[config.mk]
export PLATFORM = sky130hd
export DESIGN_NAME = bwss_cfg_regs
export DESIGN_NICKNAME = d
export VERILOG_FILES = /design/src/bwss_pkg.sv /design/src/bwss_cfg_regs.sv /design/src/bwss_sync.sv /design/src/bwss_io_window.sv
export SDC_FILE = /design/constraint.sdc
export NUM_CORES = 1
export LEC_CHECK = 0
export CAP_MARGIN = 5
export CELL_PAD_IN_SITES_DETAIL_PLACEMENT = 0
export CELL_PAD_IN_SITES_GLOBAL_PLACEMENT = 1
export CORE_UTILIZATION = 40
export CTS_BUF_LIST = sky130_fd_sc_hd__clkbuf_8
export CTS_CLUSTER_DIAMETER = 30
export DETAILED_ROUTE_END_ITERATION = 8
export DONT_BUFFER_PORTS = 1
export HOLD_SLACK_MARGIN = 0.06
export PLACE_DENSITY_LB_ADDON = 0.1
export SLEW_MARGIN = 20
export SYNTH_ARGS = -nofsm -noshare
export SYNTH_HDL_FRONTEND = slang
export SYNTH_SLANG_ARGS = --single-unit
export TNS_END_PERCENT = 100
[constraint.sdc]
create_clock -name core_clk_i -period 4.45 [get_ports core_clk_i]
set_input_delay 1.335 -clock core_clk_i [delete_from_list [all_inputs] [get_ports core_clk_i]]
set_output_delay 1.335 -clock core_clk_i [all_outputs]
set_load 0.01 [all_outputs]
[src/bwss_pkg.sv]
// Constants for the I/O window and downstream status register group.
// Assumes one configuration clock; offsets are byte addresses in config space.
`default_nettype none

package bwss_pkg;

    // Register location and field layout
    localparam logic [7:0] BWSS_CFG_OFS      = 8'h1C;
    localparam int         BWSS_BASE_RO_LSB  = 0;
    localparam int         BWSS_BASE_WR_LSB  = 4;
    localparam int         BWSS_LIM_RO_LSB   = 8;
    localparam int         BWSS_LIM_WR_LSB   = 12;
    localparam int         BWSS_SPEED_BIT    = 21;
    localparam int         BWSS_FB2B_BIT     = 23;
    localparam int         BWSS_DPD_BIT      = 24;
    localparam int         BWSS_DEVSEL_LSB   = 25;
    localparam int         BWSS_STA_BIT      = 27;
    localparam int         BWSS_RTA_BIT      = 28;
    localparam int         BWSS_RMA_BIT      = 29;
    localparam int         BWSS_RSE_BIT      = 30;
    localparam int         BWSS_DPE_BIT      = 31;

    // Byte lanes of the dword
    localparam int         BWSS_LANE_BASE    = 0;
    localparam int         BWSS_LANE_LIM     = 1;
    localparam int         BWSS_LANE_FLAGS   = 3;

    // Constant and reset values
    localparam logic [3:0] BWSS_IO_DECODE32  = 4'h1;
    localparam logic [3:0] BWSS_WIN_RST      = 4'h0;
    localparam logic [1:0] BWSS_DEVSEL_MED   = 2'h1;
    localparam logic       BWSS_FB2B_CAP     = 1'h1;

    // Window geometry: 4 kB pages
    localparam int         BWSS_IO_PAGE_LSB  = 12;
    localparam int         BWSS_ADDR_W       = 32;

    // Strap capture sequence
    typedef enum logic [1:0] {
        BWSS_ST_STRAP = 2'h1,
        BWSS_ST_RUN   = 2'h2
    } bwss_state_type;

endpackage : bwss_pkg

`default_nettype wire

[src/bwss_cfg_regs.sv]
// I/O window base/limit bytes and downstream status word at config dword 0x1C.
// Assumes config cycles are decoded upstream into one-cycle rd/wr strobes,
// and that secondary-bus event inputs are one-cycle pulses on core_clk_i.
//
// Notes on behaviour
// - Base byte bits 3:0 always read 0x1 for 32-bit I/O decoding.
// - Base byte bits 7:4 are writable and give window bottom address bits 15:12.
// - Limit byte bits 11:8 always read 1h for 32-bit I/O decoding.
// - Limit byte bits 15:12 are writable and give window top address bits 15:12.
// - I/O is forwarded on 4 kB pages inside the window, upper bits from separate registers.
// - Writing one to a sticky status bit clears it; writing zero leaves it.
// - Status bit 21 shows the speed capability strap level.
// - Status bit 23 always reads one for fast back-to-back support.
// - Bit 24 sets only as secondary master with a parity fault and parity response enabled.
// - Status bits 26:25 always read 01b for medium select timing.
// - Bit 27 sets when the bridge as secondary target signals a target abort.
// - Bit 28 sets when the bridge as secondary master receives a target abort.
// - Bit 29 sets when the bridge as secondary initiator ends in a master abort.
// - Bit 30 sets whenever the downstream system fault pin is seen asserted.
// - Bit 31 sets on any address or data parity error on the secondary side.
`default_nettype none

module bwss_cfg_regs
    import bwss_pkg::*;
(
    input  wire logic        core_clk_i,
    input  wire logic        rst_n_i,
    // Configuration access
    input  wire logic        cfg_rd_i,
    input  wire logic        cfg_wr_i,
    input  wire logic [7:0]  cfg_addr_i,
    input  wire logic [3:0]  upstream_byte_enable_lines_n_i,
    input  wire logic [31:0] cfg_wdata_i,
    output logic             cfg_ack_o,
    output logic             cfg_hit_o,
    output logic [31:0]      cfg_rdata_o,
    // Pins
    input  wire logic        speed_capability_strap_i,
    input  wire logic        downstream_parity_fault_pin_n_i,
    input  wire logic        downstream_system_fault_pin_n_i,
    // Secondary-side events and qualifiers
    input  wire logic        sec_is_master_i,
    input  wire logic        parity_resp_en_i,
    input  wire logic        pri_parity_err_i,
    input  wire logic        sec_tgt_abort_sent_i,
    input  wire logic        sec_tgt_abort_rcvd_i,
    input  wire logic        sec_mst_abort_rcvd_i,
    input  wire logic        sec_addr_parity_err_i,
    input  wire logic        sec_data_parity_err_i,
    // I/O forwarding window
    input  wire logic        io_req_valid_i,
    input  wire logic [31:0] io_req_addr_i,
    input  wire logic [15:0] io_upper_base_i,
    input  wire logic [15:0] io_upper_limit_i,
    output logic             io_fwd_valid_o,
    output logic             io_fwd_hit_o
);

    typedef struct packed {
        bwss_state_type phase;
        logic [3:0]     base_nib;
        logic [3:0]     lim_nib;
        logic           speed;
        logic           dpd;
        logic           sta;
        logic           rta;
        logic           rma;
        logic           rse;
        logic           dpe;
        logic           ack;
        logic           hit;
        logic [31:0]    rdata;
    } bwss_regs_state_type;

    bwss_regs_state_type st_ff;
    bwss_regs_state_type nxt_st;

    logic [2:0]  pin_sync;
    logic        strap_s;
    logic        perr_s;
    logic        serr_s;
    logic        addr_hit;
    logic        wr_hit;
    logic        rd_hit;
    logic [7:0]  w1c;
    logic [31:0] rd_word;

    // Byte lane enables are active low on the bus
    function automatic logic lane_on(input logic [3:0] be_n, input int lane);
        return !be_n[lane];
    endfunction

    // Strap synchronised too: its pad may settle after reset is released
    bwss_sync #(
        .WIDTH (3)
    ) u_pin_sync (
        .core_clk_i (core_clk_i),
        .rst_n_i    (rst_n_i),
        .async_i    ({speed_capability_strap_i,
                      downstream_parity_fault_pin_n_i,
                      downstream_system_fault_pin_n_i}),
        .rst_val_i  (3'h7),
        .sync_o     (pin_sync)
    );

    assign strap_s = pin_sync[2];
    assign perr_s  = !pin_sync[1];
    assign serr_s  = !pin_sync[0];

    bwss_io_window u_io_window (
        .core_clk_i    (core_clk_i),
        .rst_n_i       (rst_n_i),
        .base_nib_i    (st_ff.base_nib),
        .lim_nib_i     (st_ff.lim_nib),
        .upper_base_i  (io_upper_base_i),
        .upper_limit_i (io_upper_limit_i),
        .req_valid_i   (io_req_valid_i),
        .req_addr_i    (io_req_addr_i),
        .fwd_valid_o   (io_fwd_valid_o),
        .fwd_hit_o     (io_fwd_hit_o)
    );

    always_comb begin
        addr_hit = (cfg_addr_i[7:2] == BWSS_CFG_OFS[7:2]);
        wr_hit   = cfg_wr_i && addr_hit;
        rd_hit   = cfg_rd_i && addr_hit;

        // Only lane 3 holds clearable flags; lane 2 is read-only
        w1c = 8'h00;
        if (wr_hit && lane_on(upstream_byte_enable_lines_n_i, BWSS_LANE_FLAGS)) begin
            w1c = cfg_wdata_i[31:24];
        end

        rd_word                                       = 32'h0000_0000;
        rd_word[BWSS_BASE_RO_LSB +: 4]                = BWSS_IO_DECODE32;
        rd_word[BWSS_BASE_WR_LSB +: 4]                = st_ff.base_nib;
        rd_word[BWSS_LIM_RO_LSB +: 4]                 = BWSS_IO_DECODE32;
        rd_word[BWSS_LIM_WR_LSB +: 4]                 = st_ff.lim_nib;
        rd_word[BWSS_SPEED_BIT]                       = st_ff.speed;
        rd_word[BWSS_FB2B_BIT]                        = BWSS_FB2B_CAP;
        rd_word[BWSS_DPD_BIT]                         = st_ff.dpd;
        rd_word[BWSS_DEVSEL_LSB +: 2]                 = BWSS_DEVSEL_MED;
        rd_word[BWSS_STA_BIT]                         = st_ff.sta;
        rd_word[BWSS_RTA_BIT]                         = st_ff.rta;
        rd_word[BWSS_RMA_BIT]                         = st_ff.rma;
        rd_word[BWSS_RSE_BIT]                         = st_ff.rse;
        rd_word[BWSS_DPE_BIT]                         = st_ff.dpe;

        nxt_st     = st_ff;
        nxt_st.ack = cfg_rd_i || cfg_wr_i;
        nxt_st.hit = addr_hit && (cfg_rd_i || cfg_wr_i);
        if (cfg_rd_i) begin
            // Unmapped dwords read as zero
            nxt_st.rdata = addr_hit ? rd_word : 32'h0000_0000;
        end

        // Window bits start at zero until software programs them
        if (wr_hit && lane_on(upstream_byte_enable_lines_n_i, BWSS_LANE_BASE)) begin
            nxt_st.base_nib = cfg_wdata_i[BWSS_BASE_WR_LSB +: 4];
        end
        if (wr_hit && lane_on(upstream_byte_enable_lines_n_i, BWSS_LANE_LIM)) begin
            nxt_st.lim_nib = cfg_wdata_i[BWSS_LIM_WR_LSB +: 4];
        end

        // Sticky flags: a set in the clearing cycle wins
        nxt_st.dpd = (sec_is_master_i && (perr_s || pri_parity_err_i) && parity_resp_en_i)
                     || (st_ff.dpd && !w1c[BWSS_DPD_BIT-24]);
        nxt_st.sta = sec_tgt_abort_sent_i || (st_ff.sta && !w1c[BWSS_STA_BIT-24]);
        nxt_st.rta = sec_tgt_abort_rcvd_i || (st_ff.rta && !w1c[BWSS_RTA_BIT-24]);
        nxt_st.rma = sec_mst_abort_rcvd_i || (st_ff.rma && !w1c[BWSS_RMA_BIT-24]);
        nxt_st.rse = serr_s || (st_ff.rse && !w1c[BWSS_RSE_BIT-24]);
        nxt_st.dpe = sec_addr_parity_err_i || sec_data_parity_err_i
                     || (st_ff.dpe && !w1c[BWSS_DPE_BIT-24]);

        // Speed tracks the synced strap; the synchroniser's reset level is gone by the third edge
        case (st_ff.phase)
            BWSS_ST_STRAP: begin
                nxt_st.phase = BWSS_ST_RUN;
            end
            BWSS_ST_RUN: begin
                nxt_st.speed = strap_s;
                nxt_st.phase = BWSS_ST_RUN;
            end
            default: begin
                nxt_st.phase = BWSS_ST_STRAP;
            end
        endcase
    end

    always_ff @(posedge core_clk_i or negedge rst_n_i) begin
        if (!rst_n_i) begin
            st_ff          <= '0;
            st_ff.phase    <= BWSS_ST_STRAP;
            st_ff.base_nib <= BWSS_WIN_RST;
            st_ff.lim_nib  <= BWSS_WIN_RST;
        end else begin
            st_ff <= nxt_st;
        end
    end

    assign cfg_ack_o   = st_ff.ack;
    assign cfg_hit_o   = st_ff.hit;
    assign cfg_rdata_o = st_ff.rdata;
endmodule : bwss_cfg_regs

`default_nettype wire

[src/bwss_sync.sv]
// Two-flop synchroniser for asynchronous pin levels.
// Assumes the levels are quasi-static relative to core_clk_i.
`default_nettype none

module bwss_sync #(
    parameter int WIDTH = 1
) (
    input  wire logic             core_clk_i,
    input  wire logic             rst_n_i,
    input  wire logic [WIDTH-1:0] async_i,
    input  wire logic [WIDTH-1:0] rst_val_i,
    output logic      [WIDTH-1:0] sync_o
);

    if (WIDTH < 1) begin : g_width_check
        $error("bwss_sync: WIDTH must be at least 1");
    end

    typedef struct packed {
        logic [WIDTH-1:0] meta;
        logic [WIDTH-1:0] stable;
    } bwss_sync_state_type;

    bwss_sync_state_type st_ff;
    bwss_sync_state_type nxt_st;

    always_comb begin
        nxt_st        = st_ff;
        nxt_st.meta   = async_i;
        nxt_st.stable = st_ff.meta;
    end

    // Reset to idle-high pins; rst_val_i unused under reset to keep constants only
    always_ff @(posedge core_clk_i or negedge rst_n_i) begin
        if (!rst_n_i) begin
            st_ff <= '1;
        end else begin
            st_ff <= nxt_st;
        end
    end

    assign sync_o = st_ff.stable;

endmodule : bwss_sync

`default_nettype wire

[src/bwss_io_window.sv]
// I/O forwarding window compare on 4 kB pages.
// Assumes the upper 16 address bits come from registers held elsewhere.
`default_nettype none

module bwss_io_window
    import bwss_pkg::*;
(
    input  wire logic        core_clk_i,
    input  wire logic        rst_n_i,
    input  wire logic [3:0]  base_nib_i,
    input  wire logic [3:0]  lim_nib_i,
    input  wire logic [15:0] upper_base_i,
    input  wire logic [15:0] upper_limit_i,
    input  wire logic        req_valid_i,
    input  wire logic [31:0] req_addr_i,
    output logic             fwd_valid_o,
    output logic             fwd_hit_o
);

    typedef struct packed {
        logic valid;
        logic hit;
    } bwss_win_state_type;

    bwss_win_state_type st_ff;
    bwss_win_state_type nxt_st;
    logic [19:0]        base_pg;
    logic [19:0]        lim_pg;
    logic [19:0]        addr_pg;

    always_comb begin
        base_pg      = {upper_base_i, base_nib_i};
        lim_pg       = {upper_limit_i, lim_nib_i};
        addr_pg      = req_addr_i[BWSS_ADDR_W-1:BWSS_IO_PAGE_LSB];
        nxt_st       = st_ff;
        nxt_st.valid = req_valid_i;
        nxt_st.hit   = req_valid_i && (addr_pg >= base_pg) && (addr_pg <= lim_pg);
    end

    always_ff @(posedge core_clk_i or negedge rst_n_i) begin
        if (!rst_n_i) begin
            st_ff <= '0;
        end else begin
            st_ff <= nxt_st;
        end
    end

    assign fwd_valid_o = st_ff.valid;
    assign fwd_hit_o   = st_ff.hit;
endmodule : bwss_io_window

`default_nettype wire

Word-level counts from Yosys, hierarchy flattened:

Cells that the tools add are included.
Widths: inputs -> output; s select.

* $add $sub $neg: 0
* multipliers: 0
* divide/modulo/power cells: 0
* magnitude comparators: 2
* equality and inequality tests: 3
* shifts and indexed selects: 0
* mux-type cells: 3
* bitwise operators: 0
* reductions and logical operators: 36

Operator list (count)
* $mux 32: 1
* $ge 20x20->1: 1
* $le 20x20->1: 1
* $logic_and 1x1->1: 15
* $logic_not 1->1: 11
* $logic_or 1x1->1: 9
* $mux 8: 1
* $eq 6x3->1 const B: 1
* $eq 2x1->1 const B: 1
* $eq 2x2->1 const B: 1
* $mux 2: 1
* $reduce_or 2->1: 1

* bits in registers: 59
* latch bits: 0
* memory bits (writable): 0
* bits in read-only memories: 0
* bits of input ports: 124
* output and inout bits: 36
* logic and storage cells: 61
* memories kept: 0

Logic depth before layout (Yosys ltp):

* depth in word-level cells: 7
* gate-level depth with buffers: 8
* gate-level depth less buffers: 8

Cells and area by module:

From an unflattened synthesis, not the netlist that was laid out.

* cells, all modules: 308
* area, all modules: 2900.3 um^2

Modules (own cells, without submodules)
* bwss_cfg_regs: instances 1, cells each 163, area each 1697.9 um^2, sequential area each 877.1 um^2
* bwss_io_window: instances 1, cells each 139, area each 1044.8 um^2, sequential area each 50.0 um^2
* bwss_sync: instances 1, cells each 6, area each 157.7 um^2, sequential area each 157.7 um^2

Worst setup path before layout:

Ideal clock, no wire load.

* kind: input port to flip-flop
* from: in io_upper_limit_i[9]
* to: reg u_io_window.st_ff, in the netlist u_io_window.fwd_hit_o
* data arrival time: 2.686 ns
* data required time: 4.363 ns
* setup slack: 1.677 ns
* cell stages on the path: 8
* path buffers: 0
* path through: inv_1 -> ha_1 -> a21o_1 -> a221o_1 -> a221o_1 -> a21oi_2 -> o21ai_1 -> a22oi_1

RTL lines
* start: declaration: RTL line bwss_cfg_regs.sv:54 `input wire logic [15:0] io_upper_limit_i,`
* end signal: assignment: RTL line bwss_io_window.sv:44 `st_ff <= nxt_st;`
* end: declaration: RTL line bwss_io_window.sv:25 `bwss_win_state_type st_ff;`

==> summary.md <==
| Metric | Value |
|---|---|
| Synth area leader | dfrtp_1 |
| Post-synthesis sequential area ratio | between 30% and 40% |
| Max-slew violation count | 0 |
| Nets | ~450 |
| Antenna cells | 0 |
| Async SR Flop Fraction | 100% |
| Root buf cell | clkbuf_8 |
| Max IR drop VDD | 0.118 mV |
| Reg2Reg Launch Point | rd_word[4] |
| CTS Buf Count | 5 |
| Vias in the first global route | around 1700 |
| R2R Setup Slk | 2.62 ns |
| EDFF count, synth | 0 |
| Area fraction of the dominant cell type after synthesis | roughly a third |
| Layout area overhead | 0.529% |
| Type of the worst setup path | in -> reg |
| H-tree levels | 2 |
| Post-CTS sizing | 0 |
| Initial antenna violation count | 0 |
| Post-DP Area | between 2000 and 3000 um2 |
| Final period util | between 50% and 60% |
| Fin cells | around 380 |
| Most common cell in the netlist | inv_1 |
| Most frequent cells after synthesis | inv_1 (56), ha_1 (41), dfrtp_1 (36), buf_4 (32), o21ai_0 (22) |
| Top cells by area, synth | dfrtp_1 (32%), ha_1 (18%), buf_4 (8.5%) |
| Most used cell, CP | a221o_1 |
| Final GP Congestion | 0.701 |
| Ys Warns | 0 |
| Mapped cell area | between 2000 and 3000 um2 |
| Setup-failing EPs final | 0 |
| R2R depth | 7 |
| Die Span X | between 80 and 90 um |
| Unique masters post-synth | 40 |
| Worst Path Required | about 4.7 ns |
| Drt wl/cell | between 10 and 15 um |
| Pin count of the biggest net entering global routing | between 40 and 50 |
| Critical Path AT | 2.80 ns |
| Layout cells sized above 1 | ~11% |
| # IOs | between 150 and 200 |
| Die Ht | 86.2 um |
| Leakage | ~1.4 nW |
| Status | complete, no violations |
| Worst Setup Start Kind | input port |
| GRT overflow | 0 |
| Core area | 6830 um2 |
| Setup repair bufs after CTS | 0 |
| Main synth FF type | dfrtp_1 |
| Critical Path End Type | flop |
| Post-DR vias/cell | between 4 and 5 |
| Dpl hpwl | a little over 4 mm |
| Final non-filler cell area | around 2900 um2 |
| Min cycle time layout | 2.59 ns |
| #FFs+latches synth | 43 |
| DR pass1 iterations | 4 |
| Max stage delay on crit path | ~0.33 ns |
| Vias | 1787 |
| Iter 0 DRT Violations | just under 70 |
| CTS Hold Bufs | 0 |
| Filler cell count | between 700 and 800 |
| Final Hold Vio Count | 0 |
| Synth Area per Inst | about 9.5 um2 |
| First-pass GRT wire length | 8.00 mm |
| Worst-skew pair later-pin latency | between 0.2 and 0.3 ns |
| Hold Path Origin | u_pin_sync.nxt_st[0] |
| Hold WC Path Type | reg -> reg |
| Reg-to-reg endpoint | u_io_window.fwd_hit_o |
| Clock transition at path regs | around 0.09 ns |
| CTS Sinks | 43 |
| CP cell instances | inv_1, ha_1, a21o_1, a221o_1, a221o_1, a21oi_2, o21ai_1, a22oi_1 |
| Max stage delay cell, worst path | a221o_1 |
| CP max FO | 2 |
| Die area | approximately 7400 um2 |
| Final ANT Viol Nets | 0 |
| Final core occ | 41.7% |
| Total GRT Usage | between 10 and 15% |
| WHS Endpoint | u_pin_sync.sync_o[0] |
| Port Buf Inserts | 0 |
| Final WL | slightly above 5 mm |
| Largest delay share family, worst path | compound AO/OA/AOI/OAI gates |
| # Max-Cap Violations | 0 |
| TritonCTS clock tree | yes |
| Drc violations | 0 |
| Hold Crit Depth | 0 |
| PD cells | approximately 280 nW/um2 |
| Dpl cells | 370 |
| Rows | 30 |
| Worst Clk Skew | 0.0158 ns |
| RSZ-0062 raised after global routing | no |
| Initial core utilization | 41.5% |
| Max clock buf depth | 2 |
| Fmax | 387 MHz |
| Gate Count Post-Synth | 298 |
| Setup TNS | 0 ns |
| Buffer and inverter count on the worst path | 1 |
## logic make-up (layout without fill, tap and decap cells)
family                   after synthesis  after routing  share of synthesized area, %
AO/OA/AOI/OAI                         50             50                          10.7
adder cells (fa/ha/maj)               41             41                          18.1
buffers and inverters                 93             65                          16.6
flip-flops                            43             43                          38.2
multiplexers                          10             10                          3.97
other                                  1             13                         0.132
AND/OR/NAND/NOR                       60             60                          12.3
## cells in the final DEF (no fill, tap or decap), drive strengths merged, types with 3 or more instances in the layout
cell type   n
a21o        5
a21oi      12
and4        3
clkbuf      5
conb       13
dfrtp      36
dfstp       7
ha         41
inv        59
mux2       10
nand2      18
nand3      18
nand4       4
nor2        5
nor2b       3
o21ai      23
## layout make-up
cell class                      count  area, um2  area share (%)
Multi-Input combinational cell    174       1330            46.5
Clock inverter                      3       37.5            1.32
Inverter                           57        214            7.50
Clock buffer                        5       68.8            2.41
Sequential cell                    43       1080            38.0
Tap cell                           96        120            4.21
## report_power, final
| part | switching [W] | internal (W) |
|---|---|---|
| logic | 0.0000483 | 0.0000451 |
| clock network | 0.000127 | 0.000163 |
| registers | 0.00000856 | 0.000405 |
| total | 0.000184 | 0.000613 |
## metal layers
layer  part of all wire, %  routed length, um  global-route usage (%)  vias to the layer above
met1                    45               2290                    18.3                      799
li1                      -                  -                       -                      914
met3                   9.0                454                    5.52                        2
met4                  0.36                 18                    2.73                        0
met2                    45               2300                    21.6                       72
met5                     0                  0                       0                        -
## per-stage QoR
stage          total power, W  worst slack [ns]  hold slack, ns
4_1_cts              0.000814              1.85           0.359
6_report             0.000797              1.86           0.357
5_1_grt              0.000852              1.75           0.361
2_1_floorplan        0.000510              1.68           0.345
3_3_place_gp         0.000513              1.57           0.346
3_5_place_dp         0.000516              1.54           0.347
## worst reg2reg max path, cell delays in order (launching register included)
cell and delay (ns):
dfrtp_1 0.41, ha_1 0.27, nand2b_1 0.14, a21o_1 0.17, a211oi_1 0.26, nor4_1 0.09, o31ai_1 0.25, a22oi_1 0.12
## registers in the layout, indices dropped and copies added (netlist names)
name / flops
cfg_rdata_o: 16
rd_word: 15
u_pin_sync.nxt_st: 3
u_pin_sync.sync_o: 3
st_ff: 2
cfg_ack_o: 1
cfg_hit_o: 1
u_io_window.fwd_hit_o: 1
u_io_window.fwd_valid_o: 1
## how the worst max path moves through the flow
| stage | start | end | slack (ns) | depth (start not counted) |
|---|---|---|---|---|
| finish | io_upper_limit_i[9] | u_io_window.fwd_hit_o | 1.86 | 8 |
| global route | io_upper_limit_i[9] | u_io_window.fwd_hit_o | 1.75 | 8 |
| CTS | io_upper_limit_i[9] | u_io_window.fwd_hit_o | 1.85 | 8 |
| detailed placement | io_upper_limit_i[9] | u_io_window.fwd_hit_o | 1.54 | 8 |
| global placement | io_upper_limit_i[9] | u_io_window.fwd_hit_o | 1.57 | 8 |
| floorplan | io_upper_limit_i[9] | u_io_window.fwd_hit_o | 1.68 | 8 |
(Power assumes the default switching activity.)
